**config.mk**
```make
export PLATFORM = sky130hd
export DESIGN_NAME = tmh_half
export DESIGN_NICKNAME = d
export VERILOG_FILES = /design/src/rtl/tmh_pkg.sv /design/src/rtl/tmh_link_if.sv /design/src/rtl/tmh_edge_det.sv /design/src/rtl/tmh_prescaler.sv /design/src/rtl/tmh_half.sv
export VERILOG_INCLUDE_DIRS = /design/src /design/src/rtl
export SDC_FILE = /design/constraint.sdc
export NUM_CORES = 1
export LEC_CHECK = 0
export ABC_AREA = 1
export ABC_CLOCK_PERIOD_IN_PS = 6300
export BUFFER_PORTS_ARGS = -buffer_cell sky130_fd_sc_hd__buf_2
export CAP_MARGIN = 20
export CORE_MARGIN = 2
export CORE_UTILIZATION = 35
export CTS_CLUSTER_SIZE = 10
export DETAILED_ROUTE_END_ITERATION = 7
export PLACE_DENSITY_LB_ADDON = 0.08
export SLEW_MARGIN = 20
export SYNTH_ARGS = -nofsm -noshare
export SYNTH_HDL_FRONTEND = slang
export SYNTH_SLANG_ARGS = --single-unit
```
**constraint.sdc**
```tcl
create_clock -name core_clk_in -period 6.3 [get_ports core_clk_in]
set_input_delay 0.315 -clock core_clk_in [delete_from_list [all_inputs] [get_ports core_clk_in]]
set_output_delay 0.315 -clock core_clk_in [all_outputs]
set_load 0.005 [all_outputs]
```
**src/rtl/tmh_regs.svh**
```systemverilog
// Constants for the timer half: mode codes, reset values and field positions
// Operation
// - Split 16-bit operation is entered when the global configuration holds 0x4.
// - One-shot and periodic modes count down 16 bits with 8-bit prescaler.
// - Half-mode 0x1 selects one-shot, 0x2 selects periodic.
// - Enabled counter counts down, reloads load and prescale after reaching zero.
// - One-shot clears its own enable after reload; periodic keeps counting.
// - Reaching zero sets raw time-out flag, held until software clears it.
// - Unmasked time-out also sets masked flag and raises the interrupt.
// - Time-out trigger pulse only when output trigger enable is set.
// - Interval load write while running is taken on the next clock.
// - With debug stall set, counting freezes while the processor is halted.
// - Each count step takes prescale plus one system clocks.
// - Edge count, edge time and PWM modes step without the prescaler.
// - Capture-mode 0 edge count uses rising, falling or both edges.
// - Each edge decrements by one; count equal match sets match flags.
// - After match, reload from load register, clear enable, ignore edges.
// - Capture-mode 1 edge time runs free down-counter from load value.
// - Each edge copies count to timer value and sets capture flags.
// - Edge time keeps counting after capture, reloads at zero.
// - PWM mode needs alternate select 1, capture-mode 0, half-mode 0x2.
// - PWM counts down, reloads after zero, runs, asserts no flags.
// - PWM output sets at load value, clears at match, optional invert.
// - Half-mode 0x3 gives edge count with capture 0, edge time with 1.
// - Reset sets counter and load to 0xFFFF, prescale to 0x00.
`ifndef TMH_REGS_SVH
`define TMH_REGS_SVH

`define TMH_CFG_SPLIT      3'h4
`define TMH_MR_ONESHOT     2'h1
`define TMH_MR_PERIODIC    2'h2
`define TMH_MR_CAPTURE     2'h3
`define TMH_LOAD_RESET     16'hffff
`define TMH_PRESCALE_RESET 8'h00
`define TMH_COUNT_ZERO     16'h0000
`define TMH_EVT_RISE       2'h0
`define TMH_EVT_FALL       2'h1
`define TMH_EVT_BOTH       2'h3
`define TMH_FLAG_TIMEOUT   0
`define TMH_FLAG_MATCH     1
`define TMH_FLAG_CAPTURE   2
`define TMH_EDGE_HOLD_CLKS 2

`endif

```
**src/rtl/tmh_pkg.sv**
```systemverilog
// Types shared by the timer half modules
package tmh_pkg;
  typedef enum logic [2:0] {
    TMH_IDLE     = 3'b000,
    TMH_ONESHOT  = 3'b001,
    TMH_PERIODIC = 3'b010,
    TMH_EDGE_CNT = 3'b011,
    TMH_EDGE_TIM = 3'b100,
    TMH_PWM      = 3'b101
  } tmh_mode_t;

  typedef struct packed {
    logic        enable;
    logic [15:0] count;
    logic [15:0] load;
    logic [7:0]  prescale;
    logic [15:0] value;
    logic [2:0]  raw;
    logic        pwm_level;
    logic        trigger;
  } tmh_state_t;
endpackage

```
**src/rtl/tmh_link_if.sv**
```systemverilog
// Signals passed between the timer core and its helper modules
interface tmh_link_if;
  logic       edge_event;
  logic       tick;
  logic       run;
  logic       restart;
  logic [7:0] prescale;

  modport edge_src (output edge_event);
  modport tick_src (input run, input restart, input prescale, output tick);
  modport core     (input edge_event, input tick,
                    output run, output restart, output prescale);
endinterface

```
**src/rtl/tmh_edge_det.sv**
```systemverilog
// Capture pin synchroniser and selected edge detector
`include "tmh_regs.svh"
module tmh_edge_det (
  // Clock and reset
  input  wire logic       core_clk_in,
  input  wire logic       reset_n_in,
  // Pin and edge selection
  input  wire logic       ccp_pin_in,
  input  wire logic [1:0] event_sel_in,
  // Edge pulse to the core
  tmh_link_if.edge_src    link
);
  typedef struct packed {
    logic sync1;
    logic sync2;
    logic prev;
  } tmh_edge_state_t;

  tmh_edge_state_t st;
  tmh_edge_state_t next_st;
  logic            rise;
  logic            fall;

  // Two flops synchronise, the third remembers the last level
  always_comb begin
    next_st       = st;
    next_st.sync1 = ccp_pin_in;
    next_st.sync2 = st.sync1;
    next_st.prev  = st.sync2;
  end

  always_ff @(posedge core_clk_in) begin
    if (!reset_n_in) begin
      st <= '0;
    end else begin
      st <= next_st;
    end
  end

  // Edges are seen only past the synchroniser
  assign rise = st.sync2 & ~st.prev;
  assign fall = ~st.sync2 & st.prev;
  always_comb begin
    case (event_sel_in)
      `TMH_EVT_RISE: link.edge_event = rise;
      `TMH_EVT_FALL: link.edge_event = fall;
      `TMH_EVT_BOTH: link.edge_event = rise | fall;
      default:       link.edge_event = 1'b0;
    endcase
  end
endmodule

```
**src/rtl/tmh_prescaler.sv**
```systemverilog
// Prescaler giving one count step every prescale plus one clocks
module tmh_prescaler (
  // Clock and reset
  input  wire logic core_clk_in,
  input  wire logic reset_n_in,
  // Step control from the core
  tmh_link_if.tick_src link
);
  typedef struct packed {
    logic [7:0] pcount;
  } tmh_pre_state_t;

  tmh_pre_state_t st;
  tmh_pre_state_t next_st;

  // Step when the countdown is spent; restart reloads the divider
  assign link.tick = link.run & (st.pcount == 8'h00);

  always_comb begin
    next_st = st;
    if (link.restart || link.tick) begin
      next_st.pcount = link.prescale;
    end else if (link.run) begin
      next_st.pcount = st.pcount - 8'h01;
    end
  end

  always_ff @(posedge core_clk_in) begin
    if (!reset_n_in) begin
      st <= '0;
    end else begin
      st <= next_st;
    end
  end
endmodule

```
**src/rtl/tmh_half.sv**
```systemverilog
// One 16-bit timer half: one-shot, periodic, edge count, edge time, PWM
`include "tmh_regs.svh"
module tmh_half (
  // Clock and reset
  input  wire logic        core_clk_in,
  input  wire logic        reset_n_in,
  // Configuration
  input  wire logic [2:0]  global_config_in,
  input  wire logic [1:0]  half_mode_in,
  input  wire logic        capture_mode_in,
  input  wire logic        alt_mode_select_in,
  input  wire logic [1:0]  event_sel_in,
  input  wire logic        trigger_enable_in,
  input  wire logic        stall_enable_in,
  input  wire logic        output_invert_in,
  input  wire logic [15:0] match_in,
  input  wire logic [2:0]  int_mask_in,
  // Software writes
  input  wire logic        enable_wr_in,
  input  wire logic        enable_data_in,
  input  wire logic        load_wr_in,
  input  wire logic [15:0] load_data_in,
  input  wire logic        prescale_wr_in,
  input  wire logic [7:0]  prescale_data_in,
  input  wire logic [2:0]  int_clear_in,
  // Debug
  input  wire logic        debug_halt_in,
  // Capture/compare pin
  input  wire logic        ccp_pin_in,
  output logic             ccp_pin_out,
  output logic             ccp_oe_n_out,
  // Status
  output logic             enable_out,
  output logic [15:0]      timer_value_out,
  output logic [15:0]      load_out,
  output logic [7:0]       prescale_out,
  output logic [2:0]       raw_status_out,
  output logic [2:0]       masked_status_out,
  output logic             irq_out,
  output logic             adc_trigger_out
);
  tmh_pkg::tmh_state_t st;
  tmh_pkg::tmh_state_t next_st;
  tmh_pkg::tmh_mode_t  mode;
  tmh_link_if          link ();

  logic        freeze;
  logic        active;
  logic        at_zero;
  logic        timeout;
  logic        match_hit;
  logic [15:0] count_dec;
  logic [2:0]  flag_set;

  // Work out the operating mode from the configuration bits
  function automatic tmh_pkg::tmh_mode_t decode_mode(
    input logic [2:0] cfg,
    input logic [1:0] mr,
    input logic       cmr,
    input logic       ams
  );
    tmh_pkg::tmh_mode_t m;
    m = tmh_pkg::TMH_IDLE;
    if (cfg == `TMH_CFG_SPLIT) begin
      if (ams && !cmr && mr == `TMH_MR_PERIODIC) begin
        m = tmh_pkg::TMH_PWM;
      end else if (mr == `TMH_MR_CAPTURE) begin
        m = cmr ? tmh_pkg::TMH_EDGE_TIM : tmh_pkg::TMH_EDGE_CNT;
      end else if (mr == `TMH_MR_ONESHOT) begin
        m = tmh_pkg::TMH_ONESHOT;
      end else if (mr == `TMH_MR_PERIODIC) begin
        m = tmh_pkg::TMH_PERIODIC;
      end
    end
    return m;
  endfunction

  assign mode      = decode_mode(global_config_in, half_mode_in,
                                 capture_mode_in, alt_mode_select_in);
  assign freeze    = stall_enable_in & debug_halt_in;
  assign active    = st.enable & (mode != tmh_pkg::TMH_IDLE) & ~freeze;
  assign at_zero   = (st.count == `TMH_COUNT_ZERO);
  assign count_dec = st.count - 16'h0001;

  // Helper modules: pin edges and the prescaler step
  tmh_edge_det u_edge (
    .core_clk_in  (core_clk_in),
    .reset_n_in   (reset_n_in),
    .ccp_pin_in   (ccp_pin_in),
    .event_sel_in (event_sel_in),
    .link         (link.edge_src)
  );

  tmh_prescaler u_pre (
    .core_clk_in (core_clk_in),
    .reset_n_in  (reset_n_in),
    .link        (link.tick_src)
  );

  // Only the timer modes use the prescaler
  assign link.run      = active & ((mode == tmh_pkg::TMH_ONESHOT) |
                                   (mode == tmh_pkg::TMH_PERIODIC));
  assign link.restart  = ~st.enable | load_wr_in | prescale_wr_in;
  assign link.prescale = st.prescale;

  // Events of the current cycle
  assign timeout   = link.tick & at_zero;
  assign match_hit = active & (mode == tmh_pkg::TMH_EDGE_CNT) &
                     link.edge_event & (count_dec == match_in);

  // Next-state logic for every mode
  always_comb begin
    next_st         = st;
    next_st.trigger = 1'b0;
    flag_set        = 3'h0;
    case (mode)
      tmh_pkg::TMH_ONESHOT,
      tmh_pkg::TMH_PERIODIC: begin
        if (link.tick) begin
          if (at_zero) begin
            next_st.count = st.load;
            flag_set[`TMH_FLAG_TIMEOUT] = 1'b1;
            next_st.trigger = trigger_enable_in;
            if (mode == tmh_pkg::TMH_ONESHOT) begin
              next_st.enable = 1'b0;
            end
          end else begin
            next_st.count = count_dec;
          end
        end
        next_st.value = next_st.count;
      end
      tmh_pkg::TMH_EDGE_CNT: begin
        if (active && link.edge_event) begin
          if (match_hit) begin
            next_st.count = st.load;
            next_st.enable = 1'b0;
            flag_set[`TMH_FLAG_MATCH] = 1'b1;
          end else begin
            next_st.count = count_dec;
          end
        end
        next_st.value = next_st.count;
      end
      tmh_pkg::TMH_EDGE_TIM: begin
        if (active) begin
          next_st.count = at_zero ? st.load : count_dec;
          if (link.edge_event) begin
            next_st.value = st.count;
            flag_set[`TMH_FLAG_CAPTURE] = 1'b1;
          end
        end
      end
      tmh_pkg::TMH_PWM: begin
        if (active) begin
          next_st.count = at_zero ? st.load : count_dec;
          if (next_st.count == st.load) begin
            next_st.pwm_level = 1'b1;
          end else if (next_st.count == match_in) begin
            next_st.pwm_level = 1'b0;
          end
        end
        next_st.value = next_st.count;
      end
      default: begin
        next_st.value = st.count;
      end
    endcase
    // Software clears flags, but a new event in the same cycle wins
    next_st.raw = (st.raw & ~int_clear_in) | flag_set;
    if (prescale_wr_in) begin
      next_st.prescale = prescale_data_in;
    end
    if (load_wr_in) begin
      next_st.load  = load_data_in;
      next_st.count = load_data_in;
    end
    if (enable_wr_in) begin
      next_st.enable = enable_data_in;
    end
    // Value follows the count, load writes included, except in edge time
    if (mode != tmh_pkg::TMH_EDGE_TIM) begin
      next_st.value = next_st.count;
    end
  end

  // State register, reset to documented values
  always_ff @(posedge core_clk_in) begin
    if (!reset_n_in) begin
      st.enable    <= 1'b0;
      st.count     <= `TMH_LOAD_RESET;
      st.load      <= `TMH_LOAD_RESET;
      st.prescale  <= `TMH_PRESCALE_RESET;
      st.value     <= `TMH_LOAD_RESET;
      st.raw       <= 3'h0;
      st.pwm_level <= 1'b0;
      st.trigger   <= 1'b0;
    end else begin
      st <= next_st;
    end
  end

  // Outputs
  assign enable_out        = st.enable;
  assign timer_value_out   = st.value;
  assign load_out          = st.load;
  assign prescale_out      = st.prescale;
  assign raw_status_out    = st.raw;
  assign masked_status_out = st.raw & int_mask_in;
  assign irq_out           = |masked_status_out;
  assign adc_trigger_out   = st.trigger;
  assign ccp_pin_out       = st.pwm_level ^ output_invert_in;
  assign ccp_oe_n_out      = (mode != tmh_pkg::TMH_PWM);
endmodule

```
## Yosys cells after proc, flatten, opt, wreduce, memory -nomap -nowiden

Cells that the tools add are included.
W data, S select, Z words.

- Input bits: 66
- Register bits: 73
- Word-level logic and storage cells: 115

- Equal/unequal tests: 23
- Add/subtract/negate cells: 2
- Muxes and demuxes: 36
- Bitwise operators: 23
- Reductions and logical operators: 19

Operator list:

| operator | number |
|---|---|
| $mux W16 | 6 |
| $pmux W16 S4 | 1 |
| $eq A16 B16 Y1 | 3 |
| $pmux W16 S3 | 1 |
| $mux W17 | 2 |
| $mux W32 | 1 |
| $ne A3 B3 Y1 const B | 7 |
| $logic_not A16 Y1 | 1 |
| $mux W8 | 2 |
| $sub A16 B1 Y16 const B | 1 |
| $mux W1 | 15 |
| $mux W3 | 4 |
| $and A1 B1 Y1 | 10 |
| $eq A3 B3 Y1 const B | 3 |
| $logic_not A8 Y1 | 1 |
| $sub A8 B1 Y8 const B | 1 |
| $and A3 B3 Y3 | 2 |
| $eq A2 B2 Y1 const B | 3 |
| $eq A3 B2 Y1 const B | 2 |
| $ne A3 B2 Y1 const B | 2 |
| $reduce_and A6 Y1 | 1 |
| $reduce_bool A3 Y1 | 2 |
| $eq A2 B1 Y1 const B | 2 |
| $mux W2 | 2 |
| 18 further kinds | 28 |

## Longest topological paths before layout

- Depth after elaboration: 17
- Depth in mapped cells: 22
- Depth with buffers taken out: 21

## By module

Synthesis repeated with hierarchy kept, for this count alone.

- Cells, all modules: 1,063
- Area total of the unflattened synthesis: 6,160.9 sq um

Modules (own cells, without submodules):

| module | cells an instance | area each (sq um) | times used | sequential area each (sq um) |
|---|---|---|---|---|
| tmh_half | 940 | 5,415.2 | 1 | 1,241.2 |
| tmh_prescaler | 103 | 600.6 | 1 | 160.2 |
| tmh_edge_det | 20 | 145.1 | 1 | 60.1 |

## Worst setup path after synthesis

OpenSTA, ideal clock, no wires.

- Path kind: register -> register
- Start: register st[45] in the netlist's numbering
- End: register st (netlist bit timer_value_out[0])
- Arrival: 2,194 ps
- Required time: 6,179 ps
- Cell stages (with the launch flop): 21
- Path buffers: 1
- Slack: 3,984 ps
- Path through: dfxtp_1 -> inv_2 -> ha_1 -> nand2_2 -> nor2_4 -> nand3_1 -> nand3_1 -> nand2_1 -> nor2_1 -> nand2_1 -> nor2_8 -> nand2_4 -> buf_6 -> nand2_1 -> nand3_1 -> nand2_1 -> nand2_1 -> nand2_1 -> nand2_1 -> nand2_1 -> nand2_1

- Longest elaborated chain between the ends: 8
- Elaborated cells between the ends (all ways): 15

Ends and longest elaborated chain:

| item | RTL line | RTL |
|---|---|---|
| from (decl) | tmh_half.sv:42 | `tmh_pkg::tmh_state_t st;` |
| from (signal assigned) | tmh_half.sv:199 | `st <= next_st;` |
| $sub A16 B1 Y16 | tmh_half.sv:83 | `assign count_dec = st.count - 16'h0001;` |
| $eq A16 B16 Y1 | tmh_half.sv:109 | `link.edge_event & (count_dec == match_in);` |
| $and A1 B1 Y1 | tmh_half.sv:109 |  |
| $mux W16 | tmh_half.sv:135 | `if (match_hit) begin` |
| $mux W17 | tmh_half.sv:134 | `if (active && link.edge_event) begin` |
| $pmux W16 S3 | tmh_half.sv:116 | `case (mode)` |
| $mux W32 | tmh_half.sv:174 | `if (load_wr_in) begin` |
| $mux W16 (*) | tmh_half.sv:182 | `if (mode != tmh_pkg::TMH_EDGE_TIM) begin` |

Mark *: on every way between the ends. The rest lies on a longest branch, timed or not. The select of a mux whose other input is x is not followed.
A chain may end at the register's enable or synchronous reset.

## Final worst setup path

- Start: register st (netlist bit enable_out)
- End: register st (netlist bit timer_value_out[1])

- Longest elaborated chain between the ends: 10
- Elaborated cells between the ends (all ways): 18

Ends and longest elaborated chain:

| item | RTL line | RTL |
|---|---|---|
| $and A1 B1 Y1 (*) (2 in series) | tmh_half.sv:81 | `assign active = st.enable & (mode != tmh_pkg::TMH_IDLE) & ~freeze;` |
| $and A1 B1 Y1 (2 in series) | tmh_half.sv:108 | `assign match_hit = active & (mode == tmh_pkg::TMH_EDGE_CNT) &` |
| $and A1 B1 Y1 | tmh_half.sv:109 |  |
| $mux W16 | tmh_half.sv:135 |  |
| $mux W17 | tmh_half.sv:134 |  |
| $pmux W16 S3 | tmh_half.sv:116 |  |
| $mux W32 | tmh_half.sv:174 |  |
| $mux W16 | tmh_half.sv:182 |  |

Marked as above.

==> parameters.txt <==
Parameter                              Value

Floorplanning
  Total I/O pin count    117
  Core Box Area    16600 µm²
  Initial core utilization    36.0%
  Num rows    47
  Total Die Area    18200 µm²
  Floorplan die height    135 µm
  Die W    135 µm

Power
  Maximum vdd drop    126 µV
  Static power due to leakage    3.58 nW
  Power per unit of standard cell area    203 nW/µm²

Routing
  DRT Wirelength    22.3 mm
  Vias per std cell    5.18
  Final antenna-violating net count    0
  Average routed wire per standard cell    17.1 µm
  Initial DRC Count    574
  Detailed-router iteration count before antenna repair    6
  Detailed-route DRC error count    0
  Vias after detailed routing    6738

Placed design
  Placed standard-cell area    6390 µm²
  Count of buffers from port buffering    116
  Final HPWL DP    16.4 mm
  Post-Place Cells    1286
  Gpl congestion    0.972

Clock network
  CTS Buffer Depth    2
  Hold buffers post-CTS    0
  Clk_lat worst skew    0.36 ns
  Post-CTS Setup Inserts    0
  Number of H-tree branching levels    3
  Clock tree from TritonCTS    done
  Total clock sinks    73
  Clk pin slew, worst setup/hold paths    0.07 ns
  Cts bufs inserted    9
  Clock root cell    clkbuf_16
  Post-CTS Resized    0

STA
  Setup Total Neg Slack    0 ns
  Share of the cycle needed by the critical path after routing    55.6%
  Maximum frequency from static timing analysis    286 MHz
  Hold Vio Cnt, Final    0
  Count of pins over their slew limit    0
  Worst slew pin tran    0.984 ns
  RSZ-0062 raised after global routing    no
  Total setup violations reported at the end of the flow    0
  Slew Limit Headroom    34.3%
  Setup Skew    0.00763 ns
  Worst hold margin    0.136 ns
  Crit path time final    3.50 ns

Worst setup path
  Startpoint type of the worst setup path    register
  Maximum fanout along the worst path    18
  Flop-to-flop setup slack    2.80 ns
  Data arrival time of the critical path    3.74 ns
  Worst Setup Path Type    register to register
  Worst Path Required    6.54 ns
  Worst Setup End Kind    register

Synthesis
  Share of the synthesized area in the top cell type    24.4%
  Ys async rst share    0%
  Dominant register cell in the synthesized netlist    dfxtp_1
  Distinct cell type count of the synthesized netlist    40
  Synth cell count leaders    nand2_1, inv_1, nand3_1, a21oi_1, dfxtp_1
  Number of warning messages in the yosys log    0
  Count leader, synth    nand2_1
  Post-Syn Instances    1023
  Sequential element share of the synthesized area    24.4%
  Synth Area per Inst    5.85 µm²
  Number of enable-type register cells in the synthesized netlist    0
  Library cell with the largest summed area after synthesis    dfxtp_1
  Area of the mapped netlist    5980 µm²
  Top cells by area, synth    dfxtp_1, nand2_1, nand3_1
  Syn Nets    1094
  Flops & latches, synth    73

Cells and area
  Non-filler instance count after layout    1302
  Final Cell Area    6700 µm²
  Antenna Diode Count    0
  Number of nets at the end of the flow    1148
  Fraction of final layout cells with drive strength greater than 1    15.4%
  Area used by sequential logic in the layout    1460 µm²
  Area growth from synthesis to layout    12.0%
  Multi-input logic area    3560 µm²
  Number of fillers in the final layout    1898

Global route
  Global routing usage on met3    4.77%
  Met2 Track Usage GR    38.7%
  Number of global-route vias before repair    6343
  Global routing usage summed across all routing layers    25.4%
  Remaining global-route overflow    0
  Wire length of the first global-routing pass    35.5 mm
  Most used routing layer in global routing    met2
  GR met1 Demand/Resource    36.0%
  Antenna violations before repair    1
  Pin count of the biggest net entering global routing    66

Flow run
  Count of max-cap constraint violations    0

Min path
  Worst hold-check path type    input port to register

Run status
  Run status    finished, final reports clean
final cells by class:
class	instances	share of cell area [%]
Tap cell	220	4.11
Timing Repair Buffer	122	9.34
Multi-Input combinational cell	746	53.1
Clock buffer	9	3.36
Clock inverter	7	1.29
Inverter	125	7.00
Sequential cell	73	21.8
stage by stage:
step                      total power, mW  worst slack (ns)  utilization [%]
after floorplan                     0.723              3.98                -
after global placement              0.812              2.57             38.4
after detailed placement            0.810              2.55             38.4
after CTS                            1.37              2.87             40.3
after global routing                 1.43              2.62             40.3
final                                1.36              2.80             40.3
sequential cells by signal, indices dropped and copies added, names as in the netlist:
name and flops:
st 17, load_out 16, timer_value_out 16, prescale_out 8, u_pre.st 8, raw_status_out 3, u_edge.next_st 2, adc_trigger_out 1
enable_out 1, u_edge.st 1
critical path, stage by stage (launching register included):
cell and delay, ns:
dfxtp_1 0.37, nand2_1 0.07, buf_4 0.22, nor2_8 0.23
inv_2 0.18, nor2_4 0.53, nand2_1 0.30, nor2_4 0.55
nand2_4 0.31, nand2_1 0.13, nand3_1 0.07, nand2_1 0.08
nand2_1 0.08, nand2_1 0.09, nand2_1 0.05, nand2_1 0.05
nand2_1 0.05
power breakdown:
group / leakage (nW) / internal (mW) / switching, mW
sequential: 0.606 / 0.492 / 0.0350
combinational: 2.82 / 0.0977 / 0.179
clock: 0.150 / 0.315 / 0.242
total: 3.58 / 0.905 / 0.456
per-layer routing:
metal  wire, µm  part of all wire (%)  vias to the layer above
met3       1550                   6.9                       36
met5          7                 0.031                        -
met1      10700                    48                     3035
li1           -                     -                     3389
met4        505                   2.3                        2
met2       9530                    43                      276
placed cells by master (no fill, tap or decap), types with 6 or more instances in the layout:
cell type and count:
clkbuf_16 9, nand4_1 7, a21oi_1 80, o21ai_0 60
o22ai_1 11, buf_4 6, dfxtp_1 73, nand2_1 343
xor2_1 9, inv_1 119, nor2_2 6, nor2_1 64
nor2_4 6, buf_2 116, nand3_1 100, a221oi_1 16
worst paths after layout:
check	startpoint	endpoint	depth (start not counted)
setup reg to reg	enable_out	timer_value_out[1]	16
hold reg to reg	u_edge.next_st[1]	u_edge.next_st[0]	2
setup / recovery	enable_out	timer_value_out[1]	16
hold / removal	ccp_pin_in	u_edge.next_st[1]	3
cell families (layout without fill, tap and decap cells):
family,count (synthesis),count (layout),share of synthesized area [%]
buf+inv,204,263,16.1
compound gates,188,188,18.0
xor+xnor,12,12,1.76
fa+ha+maj,5,5,1.05
simple gates,541,541,38.7
flops,73,73,24.4
Note: power is estimated with default switching activity, not from simulation.
